## src/core/pedc_pkg.sv

```systemverilog
// Package for the PHY energy-detect control block.
// Assumes a 50 MHz system clock and a 32-bit APB register bus.
package pedc_pkg;

    // ----------------------------------------------------------------
    // Bus and register map
    // ----------------------------------------------------------------
    localparam int         DATA_W       = 32;
    localparam int         ADDR_W       = 8;
    localparam int         CTRL_W       = 16;
    localparam logic [7:0] OFF_CTRL     = 8'h00;
    localparam logic [7:0] OFF_IRQ_STAT = 8'h04;
    localparam logic [7:0] OFF_IRQ_MASK = 8'h08;
    localparam logic [7:0] OFF_STATE    = 8'h0c;

    // ----------------------------------------------------------------
    // Control register fields
    // ----------------------------------------------------------------
    localparam int          BIT_ED_ENABLE  = 13;
    localparam int          BIT_LOW_THRESH = 11;
    localparam int          BIT_FORCE_LINK = 2;
    localparam int          BIT_ED_STATUS  = 1;
    localparam logic [15:0] CTRL_RESET     = 16'h0000;
    localparam logic [15:0] CTRL_WMASK     = 16'h2804;

    // ----------------------------------------------------------------
    // Interrupt events and state word bits
    // ----------------------------------------------------------------
    localparam int EVT_N          = 3;
    localparam int EVT_ENERGY_ON  = 0;
    localparam int EVT_ENERGY_OFF = 1;
    localparam int EVT_LINK_CHG   = 2;
    localparam int ST_PHY_ON      = 0;
    localparam int ST_LINK_UP     = 1;
    localparam int ST_TX_HOLD     = 2;

    // ----------------------------------------------------------------
    // Synchronised pin inputs
    // ----------------------------------------------------------------
    localparam int PIN_N        = 4;
    localparam int PIN_E_NORMAL = 0;
    localparam int PIN_E_LOW    = 1;
    localparam int PIN_PARTNER  = 2;
    localparam int PIN_SPEED100 = 3;

    // ----------------------------------------------------------------
    // Timing
    // ----------------------------------------------------------------
    localparam int CLK_HZ           = 50_000_000;
    localparam int ED_WINDOW_MS     = 256;
    localparam int ED_WINDOW_CYCLES = (CLK_HZ / 1000) * ED_WINDOW_MS;

    typedef enum logic [1:0] {
        PEDC_PWR_ON   = 2'b00,
        PEDC_PWR_DOWN = 2'b01
    } pedc_pwr_e;

    typedef enum logic [2:0] {
        PEDC_DEC_CTRL  = 3'h0,
        PEDC_DEC_STAT  = 3'h1,
        PEDC_DEC_MASK  = 3'h2,
        PEDC_DEC_STATE = 3'h3,
        PEDC_DEC_NONE  = 3'h4
    } pedc_dec_e;

endpackage

```

## src/core/pedc_energy_if.sv

```systemverilog
// Link between the register core and the energy window timer.
// Both ends run on the same clock.
`timescale 1ns/1ns
interface pedc_energy_if;
    logic energy_hit;
    logic window_active;

    modport core  (output energy_hit, input  window_active);
    modport timer (input  energy_hit, output window_active);
endinterface

```

## src/core/pedc_top.sv

```systemverilog
// PHY energy-detect control register bank with APB slave and interrupt.
// Assumes raw line pins are asynchronous; transmit_request is on clock.
//
// What this block does
// Enable lets PHY power follow energy status
// Low threshold bit selects the sensitive detector
// Force bit reports link up at 100 Mbps
// Software sets force bit only when testing
// Status reads one if energy within window
// Software writes zero to reserved bit positions
// Reset clears writable bits, status reads one
// Software reinitialises after external supply removal
// Unlinked power-down holds transmit requests off
// No link pulses while powered down
// Writes change only writable control bits
`timescale 1ns/1ns
module pedc_top
    import pedc_pkg::*;
#(
    parameter int ED_WINDOW_CYC = ED_WINDOW_CYCLES
) (
    input  wire logic              clock,
    input  wire logic              rst_b,
    input  wire logic [ADDR_W-1:0] paddr,
    input  wire logic              psel,
    input  wire logic              penable,
    input  wire logic              pwrite,
    input  wire logic [DATA_W-1:0] pwdata,
    output logic      [DATA_W-1:0] prdata,
    output logic                   pready,
    output logic                   pslverr,
    input  wire logic              energy_normal_raw,
    input  wire logic              energy_low_raw,
    input  wire logic              partner_link_raw,
    input  wire logic              speed_100_raw,
    input  wire logic              transmit_request,
    output logic                   irq,
    output logic                   phy_power_up,
    output logic                   link_pulse_en,
    output logic                   link_up,
    output logic                   tx_permit
);
    // ----------------------------------------------------------------
    // Declarations
    // ----------------------------------------------------------------
    pedc_energy_if eif ();

    logic [PIN_N-1:0]  pin_raw;
    logic [PIN_N-1:0]  meta_reg;
    logic [PIN_N-1:0]  sync_reg;
    logic [CTRL_W-1:0] ctrl_reg,   ctrl_next;
    logic [EVT_N-1:0]  stat_reg,   stat_next;
    logic [EVT_N-1:0]  mask_reg,   mask_next;
    logic [EVT_N-1:0]  evt;
    logic              ed_status_reg, ed_status_next;
    pedc_pwr_e         pwr_reg,    pwr_next;
    logic              link_reg,   link_next;
    logic              txp_reg,    txp_next;
    logic              pulse_reg,  pulse_next;
    logic              pwrup_reg,  pwrup_next;
    logic              irq_reg,    irq_next;
    logic [DATA_W-1:0] prdata_reg, prdata_next;
    logic              pready_reg, pready_next;
    logic              perr_reg,   perr_next;
    logic              access;
    logic              done_wr;
    logic              tx_hold;
    pedc_dec_e         wr_sel;

    // Decode shared by the write path and the read path
    function automatic pedc_dec_e decode(input logic [ADDR_W-1:0] a);
        case (a)
            OFF_CTRL:     decode = PEDC_DEC_CTRL;
            OFF_IRQ_STAT: decode = PEDC_DEC_STAT;
            OFF_IRQ_MASK: decode = PEDC_DEC_MASK;
            OFF_STATE:    decode = PEDC_DEC_STATE;
            default:      decode = PEDC_DEC_NONE;
        endcase
    endfunction

    // ----------------------------------------------------------------
    // Pin synchronisers
    // ----------------------------------------------------------------
    assign pin_raw = {speed_100_raw, partner_link_raw,
                      energy_low_raw, energy_normal_raw};

    // Two stages; only the second stage is read by logic
    generate
        for (genvar i = 0; i < PIN_N; i++) begin : g_sync
            always_ff @(posedge clock) begin
                if (!rst_b) begin
                    meta_reg[i] <= 1'b0;
                    sync_reg[i] <= 1'b0;
                end else begin
                    meta_reg[i] <= pin_raw[i];
                    sync_reg[i] <= meta_reg[i];
                end
            end
        end
    endgenerate

    // ----------------------------------------------------------------
    // Energy window
    // ----------------------------------------------------------------
    // The low threshold detector fires on weaker signals than normal
    assign eif.energy_hit = ctrl_reg[BIT_LOW_THRESH] ?
                            sync_reg[PIN_E_LOW] : sync_reg[PIN_E_NORMAL];

    pedc_energy_timer #(
        .WINDOW_CYC (ED_WINDOW_CYC)
    ) u_timer (
        .clock (clock),
        .rst_b (rst_b),
        .eif   (eif)
    );

    // ----------------------------------------------------------------
    // PHY power, link and transmit gating
    // ----------------------------------------------------------------
    assign tx_hold = ctrl_reg[BIT_ED_ENABLE] && !link_reg;

    always_comb begin
        ed_status_next = eif.window_active;
        pwr_next       = pwr_reg;
        case (pwr_reg)
            PEDC_PWR_ON: begin
                if (ctrl_reg[BIT_ED_ENABLE] && !ed_status_reg) begin
                    pwr_next = PEDC_PWR_DOWN;
                end
            end
            PEDC_PWR_DOWN: begin
                if (!ctrl_reg[BIT_ED_ENABLE] || ed_status_reg) begin
                    pwr_next = PEDC_PWR_ON;
                end
            end
            default: pwr_next = PEDC_PWR_ON;
        endcase
        pwrup_next = (pwr_next == PEDC_PWR_ON);
        // Only listens while down, so pulses follow the power state
        pulse_next = pwrup_next;
        // Forced link is a test aid and ignores the partner at 100 Mbps
        link_next  = (ctrl_reg[BIT_FORCE_LINK] && sync_reg[PIN_SPEED100])
                     || (pwrup_next && sync_reg[PIN_PARTNER]);
        // With energy detect enabled, a request stays with its owner until the link is up
        txp_next   = transmit_request && !tx_hold;
    end

    always_ff @(posedge clock) begin
        if (!rst_b) begin
            ed_status_reg <= 1'b1;
            pwr_reg       <= PEDC_PWR_ON;
            pwrup_reg     <= 1'b1;
            pulse_reg     <= 1'b1;
            link_reg      <= 1'b0;
            txp_reg       <= 1'b0;
        end else begin
            ed_status_reg <= ed_status_next;
            pwr_reg       <= pwr_next;
            pwrup_reg     <= pwrup_next;
            pulse_reg     <= pulse_next;
            link_reg      <= link_next;
            txp_reg       <= txp_next;
        end
    end

    // ----------------------------------------------------------------
    // APB slave and registers
    // ----------------------------------------------------------------
    // One wait state gives a registered prdata without a read mux path
    assign access  = psel && penable;
    assign done_wr = access && pready_reg && pwrite;
    assign wr_sel  = decode(paddr);

    assign evt[EVT_ENERGY_ON]  = ed_status_next && !ed_status_reg;
    assign evt[EVT_ENERGY_OFF] = !ed_status_next && ed_status_reg;
    assign evt[EVT_LINK_CHG]   = link_next != link_reg;

    always_comb begin
        ctrl_next = ctrl_reg;
        mask_next = mask_reg;
        if (done_wr && wr_sel == PEDC_DEC_CTRL) begin
            ctrl_next = pwdata[CTRL_W-1:0] & CTRL_WMASK;
        end
        if (done_wr && wr_sel == PEDC_DEC_MASK) begin
            mask_next = pwdata[EVT_N-1:0];
        end
        // A new event beats a same-cycle write-one clear
        for (int i = 0; i < EVT_N; i++) begin
            stat_next[i] = evt[i] || (stat_reg[i] && !(done_wr
                           && wr_sel == PEDC_DEC_STAT && pwdata[i]));
        end
        irq_next    = |(stat_next & mask_next);
        pready_next = access && !pready_reg;
        perr_next   = pready_next && (decode(paddr) == PEDC_DEC_NONE);
        prdata_next = '0;
        if (pready_next && !pwrite) begin
            case (decode(paddr))
                PEDC_DEC_CTRL: prdata_next[CTRL_W-1:0] =
                    ctrl_reg | (CTRL_W'(ed_status_reg) << BIT_ED_STATUS);
                PEDC_DEC_STAT: prdata_next[EVT_N-1:0] = stat_reg;
                PEDC_DEC_MASK: prdata_next[EVT_N-1:0] = mask_reg;
                PEDC_DEC_STATE: begin
                    prdata_next[ST_PHY_ON]  = pwrup_reg;
                    prdata_next[ST_LINK_UP] = link_reg;
                    prdata_next[ST_TX_HOLD] = tx_hold;
                end
                default: prdata_next = '0;
            endcase
        end
    end

    always_ff @(posedge clock) begin
        if (!rst_b) begin
            ctrl_reg   <= CTRL_RESET;
            stat_reg   <= '0;
            mask_reg   <= '0;
            irq_reg    <= 1'b0;
            prdata_reg <= '0;
            pready_reg <= 1'b0;
            perr_reg   <= 1'b0;
        end else begin
            ctrl_reg   <= ctrl_next;
            stat_reg   <= stat_next;
            mask_reg   <= mask_next;
            irq_reg    <= irq_next;
            prdata_reg <= prdata_next;
            pready_reg <= pready_next;
            perr_reg   <= perr_next;
        end
    end

    assign prdata        = prdata_reg;
    assign pready        = pready_reg;
    assign pslverr       = perr_reg;
    assign irq           = irq_reg;
    assign phy_power_up  = pwrup_reg;
    assign link_pulse_en = pulse_reg;
    assign link_up       = link_reg;
    assign tx_permit     = txp_reg;
endmodule

```

## src/core/pedc_energy_timer.sv

```systemverilog
// Retriggerable energy window: active while energy was seen recently.
// Assumes energy_hit is already synchronous to clock.
`timescale 1ns/1ns
module pedc_energy_timer
    import pedc_pkg::*;
#(
    parameter int WINDOW_CYC = ED_WINDOW_CYCLES
) (
    input  wire logic     clock,
    input  wire logic     rst_b,
    pedc_energy_if.timer  eif
);
    localparam int             CW   = $clog2(WINDOW_CYC + 1);
    localparam logic [CW-1:0]  LOAD = CW'(WINDOW_CYC);

    logic [CW-1:0] count_reg;
    logic [CW-1:0] count_next;

    // Reload on every hit, otherwise run down to zero and stop
    always_comb begin
        count_next = count_reg;
        if (eif.energy_hit) begin
            count_next = LOAD;
        end else if (count_reg != '0) begin
            count_next = count_reg - 1'b1;
        end
    end

    // Starts full so the window reads active out of reset
    always_ff @(posedge clock) begin
        if (!rst_b) begin
            count_reg <= LOAD;
        end else begin
            count_reg <= count_next;
        end
    end

    assign eif.window_active = (count_reg != '0);

endmodule

```

## config.mk

```make
export PLATFORM = sky130hd
export DESIGN_NAME = pedc_top
export DESIGN_NICKNAME = d
export VERILOG_FILES = /design/src/core/pedc_pkg.sv /design/src/core/pedc_energy_if.sv /design/src/core/pedc_top.sv /design/src/core/pedc_energy_timer.sv
export SDC_FILE = /design/constraint.sdc
export NUM_CORES = 1
export LEC_CHECK = 0
export BUFFER_PORTS_ARGS = -buffer_cell sky130_fd_sc_hd__buf_2
export CAP_MARGIN = 5
export CORE_AREA = 2 2 106 67
export CTS_CLUSTER_SIZE = 16
export DETAILED_ROUTE_END_ITERATION = 10
export DIE_AREA = 0 0 108 69
export GPL_TIMING_DRIVEN = 0
export PLACE_DENSITY = 0.66
export SKIP_LAST_GASP = 1
export SLEW_MARGIN = 40
export SYNTH_ARGS = -nofsm -noshare
export SYNTH_HDL_FRONTEND = slang
export SYNTH_HIERARCHICAL = 1
export SYNTH_SLANG_ARGS = --single-unit
```

## constraint.sdc

```tcl
create_clock -name clock -period 5.58 [get_ports clock]
set_input_delay 0.279 -clock clock [delete_from_list [all_inputs] [get_ports clock]]
set_output_delay 0.279 -clock clock [all_outputs]
set_load 0.005 [all_outputs]
```

After elaboration in Yosys (flattened, before gate mapping)
Cells that the tools add are included.
{ "totals": {"regBits": 82, "latchBits": 0, "ramBits": 0, "romBits": 0, "input_bits": 50, "out_inout_bits": 39, "wordCells": 93, "memories": 0} }
{ "op_classes": {"n_addsub": 1, "n_mul": 0, "div": 0, "n_lt_le_gt_ge": 0, "eq_ne": 11, "shift": 0, "n_mux": 8, "bitwise_logic": 3, "n_reduce_logical": 47} }
{ "op_table": {"columns": ["op", "count"], "rows": [
  ["3-bit one-hot mux with 4 select lines", 2],
  ["24-bit nonzero test", 1],
  ["24-bit by 1-bit subtractor with 24-bit output (second input constant)", 1],
  ["1-bit logical AND", 22],
  ["8-bit by 4-bit equality test with 1-bit output (second input constant)", 2],
  ["14-bit by 2-bit bitwise OR with 14-bit output", 1],
  ["1-bit logical NOT", 10],
  ["3-bit by 2-bit equality test with 1-bit output (second input constant)", 3],
  ["8-bit by 3-bit equality test with 1-bit output (second input constant)", 1],
  ["8-bit logical NOT", 1],
  ["3-bit by 1-bit equality test with 1-bit output (second input constant)", 2],
  ["3-bit logical NOT", 2],
  ["3-bit two-way mux", 2],
  ["1-bit logical OR", 5],
  ["2-bit logical NOT", 2],
  ["2-bit two-way mux", 2],
  ["2-bit one-hot mux with 2 select lines", 1],
  ["3-bit AND", 1],
  ["3-bit equality test (second input constant)", 1],
  ["3-bit AND reduction", 1],
  ["3-bit OR reduction", 1],
  ["2-bit by 1-bit equality test with 1-bit output (second input constant)", 1],
  ["2-bit AND reduction", 1],
  ["2-bit OR reduction", 1],
  ["3 further kinds", 3]
]} }

Longest topological paths before layout
{ "logic_depth": {"word_depth": 11, "mapped_depth": 11, "mapped_depth_nobuf": 10} }

Cells and area by module
Netlist, hierarchy kept.
{ "modules_own_cells": {"columns": ["mod", "n_inst", "cells_per_inst", "area_each_um2", "seq_area_each_um2"], "rows": [
  ["pedc_top", 1, 130, 1342.5, 600.6],
  ["pedc_energy_timer", 1, 145, 1232.4, 480.5]
]} }

Least setup slack after synthesis
No wires, ideal clock.
{ "synth_path": {"path_type": "register to register", "start": "reg u_timer.count_reg[7]", "end": "reg irq_reg, in the netlist irq", "setup_ns": 0.120, "arrival_time_ns": 2.075, "required_time_ns": 5.460, "slack_ns": 3.385, "path_stages_with_launch": 10, "path_buffers": 1, "synth_period_minus_slack_ns": 2.195, "path_cell_list": "dfxtp_1 > nor4_1 > nand4b_1 > or2_2 > clkbuf_1 > nor2b_1 > o21ai_0 > a21oi_1 > nor2b_1 > a211o_1"} }
{ "synth_via": {"elab_chain_cells": 6, "word_cells_on_any_way": 8, "cone_classes": "bitwise: 1; reduce/logical: 7"} }
{ "synth_rtl": {"columns": ["item", "line_no", "source"], "rows": [
  ["from (decl)", "pedc_energy_timer.sv:16", "logic [CW-1:0] count_reg;"],
  ["from (signal assigned)", "pedc_energy_timer.sv:34", "count_reg <= count_next;"],
  ["24-bit nonzero test (*)", "pedc_energy_timer.sv:38", "assign eif.window_active = (count_reg != '0);"],
  ["via ed_status_next", "pedc_top.sv:55", "logic ed_status_reg, ed_status_next;"],
  ["1-bit logical NOT", "pedc_top.sv:175", "assign evt[EVT_ENERGY_OFF] = !ed_status_next && ed_status_reg;"],
  ["1-bit logical AND", "pedc_top.sv:175", null],
  ["1-bit logical OR", "pedc_top.sv:189", "stat_next[i] = evt[i] || (stat_reg[i] && !(done_wr"],
  ["3-bit AND (*)", "pedc_top.sv:192", "irq_next = |(stat_next & mask_next);"],
  ["3-bit OR reduction (*)", "pedc_top.sv:192", null],
  ["to (signal assigned)", "pedc_top.sv:225", "irq_reg <= irq_next;"],
  ["to (decl)", "pedc_top.sv:61", "logic irq_reg, irq_next;"]
]} }
Mark *: on every way through the listed nets, which the timed path passes. The rest lies on a longest branch.
A chain may end at the register's enable or synchronous reset.

Final worst setup path
Same ends and word-level chain as after synthesis.

==> flow_metrics.py <==
metrics = {
    "run_status": {
        "status": "finished, final reports clean",
    },
    "floorplan": {
        "die-width_um": 108,
        "top_level_ports": 89,
        "start_util_pct": 39.77,
        "floorplan.die_area_um2": 7452,
        "core_region_area_um2": 6475,
        "placement_rows": 23,
        "die_h_um": 69,
    },
    "cells_and_area": {
        "largest_register_ffs": 24,
        "drive_gt1_share_pct": 25.36,
        "postLayoutCoreUtil_pct": 46.96,
        "fin_nets": 394,
        "layout_common_cells": "sky130_fd_sc_hd__dfxtp_1 (54), sky130_fd_sc_hd__buf_2 (33), sky130_fd_sc_hd__nor2_1 (31)",
        "finish.instance_area_um2": 3040,
        "final_cell_count_no_fill": 430,
        "mostFrequentLayoutCell": "sky130_fd_sc_hd__dfxtp_1",
        "n_antenna_cell": 0,
        "syn2layout_area_growth_pct": 18.08,
    },
    "global_routing": {
        "grt_util_overall_pct": 13.62,
        "first_pass_grt_wire_length_um": 8142,
        "antenna_found_initial": 0,
        "grt_start_max_net_pins": 18,
        "vias_in_the_first_global_route": 1698,
        "overflow_left_after_global_routing": 0,
    },
    "worst_setup_path": {
        "timing_worst_setup_path_type": "flop to flop",
        "arrival_time_of_the_worst_setup_path_ns": 2.75,
        "end_kind": "flop",
        "reg2regPathDepth": 9,
        "timing.critical_path.required_ns": 5.78,
        "crit_path_max_fanout": 6,
        "start_kind": "flop",
    },
    "routing": {
        "routedWlPerCell_um": 11.45,
        "num_vias": 1974,
        "ant_nets": 0,
        "viasPerCell": 4.591,
        "drt_wl_total_um": 4924,
        "detail_route.iter0.violations": 173,
        "drc": 0,
        "drt_pre_antenna_iters": 4,
    },
    "clock_network": {
        "post_cts.repair.setup_buffers": 0,
        "cts_max_path_bufs": 2,
        "cts_buffers": 5,
        "ctsResizeCount": 0,
        "cts.hold.buffers_added": 0,
        "clock-sinks": 54,
        "cts_tree": "done",
        "cts.htree.levels": 2,
        "clk_latency_ns": 0.30,
        "clkSlewWorstSetupHoldPaths_ns": 0.10,
        "cell_chosen_for_the_clock_root": "sky130_fd_sc_hd__clkbuf_8",
    },
    "placement": {
        "detailedPlace.worstSlack_ns": 3.068,
        "placed_cells_incl_taps": 422,
        "placed_cell_area_um2": 2950,
        "port_buffers": 33,
        "gp_routability_congestion": 0.8116,
        "hpwl_dp_um": 3857,
    },
    "power_and_ir_drop": {
        "power.total_mw": 0.8334,
        "total_power_divided_by_cell_area_nw_per_um2": 274.1,
        "power.static_leakage_nw": 1.317,
        "irDropWorstVdd_mv": 0.1149,
    },
    "flow_run": {
        "max_cap_violations": 0,
    },
    "timing": {
        "postLayoutSetupSlackWorst_ns": 3.025,
        "tns_ns": 0,
        "period_needed_ns": 2.555,
        "number_of_pins_exceeding_their_max_slew_limit_in_the_final_report": 0,
        "grt_setup_unrepaired": "no",
        "setup_violations": 0,
        "final_hold_viol_count": 0,
        "worst_margin_slew_ns": 0.5873,
        "worst_slew_margin_rel_pct": 60.49,
        "worst_hold_slack_ns": 0.1755,
        "fin_worst_skew_ns": 0.005702,
        "timing.final.crit_share_pct": 45.79,
        "max_clock_freq_mhz": 391.4,
    },
    "yosys": {
        "synth_simple_gate_area_share_pct": 26.97,
        "synth-edff-count": 0,
        "ys_warn_count": 6,
        "ys_types": 49,
        "ys_seq_area_share_pct": 41.98,
        "postSynth.asyncResetShare_pct": 0,
        "mean_area_per_synthesized_cell_um2": 9.364,
        "synth_adder_area_share_pct": 0.9718,
        "yosys-mux-area-fraction_pct": 5.005,
        "postSynthCellCount": 275,
        "synth_top_family_by_area": "simple AND/OR/NAND/NOR gates",
        "synth.cell_area_um2": 2575,
        "xor_xnor_fraction_of_synth_area_pct": 5.102,
        "number_of_storage_elements_in_the_synthesis_netlist": 54,
        "postSynth.topFlopCell": "sky130_fd_sc_hd__dfxtp_1",
        "synth_compound_area_share_pct": 9.329,
    },
    "hold_path": {
        "min_delay_worst_type": "primary input to flop",
        "worst_hold_path.num_cells": 2,
    },
}
power breakdown:
group	switching (mW)	internal, mW
Sequential	0.0301	0.411
Combinational	0.0961	0.0833
Clock	0.124	0.0884
Total	0.250	0.583
per-layer routing:
metal / global-route usage, % / wire [um]
met5: 0 / 0
met4: 2.707 / 34
met1: 21.52 / 2671
met3: 3.974 / 319
met2: 17.96 / 1898
worst max-delay path, stage by stage (launching register included):
cell                       delay, ns
sky130_fd_sc_hd__dfxtp_1        0.37
sky130_fd_sc_hd__nor4_1         0.48
sky130_fd_sc_hd__nand4b_1       0.29
sky130_fd_sc_hd__or2_2          0.34
sky130_fd_sc_hd__clkbuf_1       0.17
sky130_fd_sc_hd__nor2b_1        0.17
sky130_fd_sc_hd__o21ai_0        0.15
sky130_fd_sc_hd__a21oi_1        0.07
sky130_fd_sc_hd__nor2b_1        0.15
sky130_fd_sc_hd__a211o_1        0.26
kinds of logic (layout without fill, tap and decap cells):
group                      Yosys count  in the layout
muxes                               10             10
adders and majority gates            2              2
and+or+nand+nor                    114            114
DFF                                 54             54
AOI/OAI and AO/OA                   36             36
buffers and inverters               43             84
xor gates and xnor gates            15             15
other                                1             28
path summary, 6_finish.rpt:
| kind | startpoint | to | slack (ns) |
|---|---|---|---|
| worst max-delay path | u_timer/count_reg[7] | irq | 3.02 |
| worst min-delay path | partner_link_raw | meta_reg[2] | 0.18 |
| worst max register to register | u_timer/count_reg[7] | irq | 3.02 |
| worst min register to register | meta_reg[2] | sync_reg[2] | 0.44 |
layout make-up:
| cell class | count | area, um2 |
|---|---|---|
| Fill cell | 637 | 3435 |
| Multi-Input combinational cell | 205 | 1325 |
| Sequential cell | 54 | 1081 |
| Buffer | 35 | 240.2 |
| Timing Repair Buffer | 33 | 165.2 |
| Tap cell | 87 | 108.9 |
| Clock buffer | 5 | 68.82 |
| Inverter | 8 | 30.03 |
| Clock inverter | 3 | 21.27 |
Yosys cell counts (all sizes together) (2+ instances only):
| cell type | n | area share [%] |
|---|---|---|
| clkbuf | 4 | 0.58 |
| nor2b | 11 | 2.7 |
| or3 | 5 | 1.2 |
| o21ai | 9 | 1.7 |
| and3 | 3 | 0.73 |
| xor2 | 12 | 4.1 |
| inv | 8 | 1.2 |
| nand2b | 4 | 0.97 |
| mux2i | 5 | 1.9 |
| nand2 | 16 | 2.3 |
| nor4 | 10 | 4.2 |
| nand4 | 3 | 0.97 |
| a22oi | 2 | 0.78 |
| nor2 | 31 | 4.5 |
| ha | 2 | 0.97 |
| nand3b | 3 | 0.87 |
| dfxtp | 54 | 42 |
| and4 | 2 | 0.73 |
| mux4 | 2 | 1.7 |
| or4 | 5 | 1.7 |
| a21oi | 8 | 1.6 |
| o211ai | 9 | 2.6 |
| nor3 | 5 | 0.97 |
| nand4b | 3 | 1.0 |
| mux2 | 3 | 1.3 |
| and2 | 9 | 2.2 |
| xnor2 | 3 | 1.0 |
| buf | 31 | 8.7 |
No activity file was read; power rests on OpenSTA's default activity.
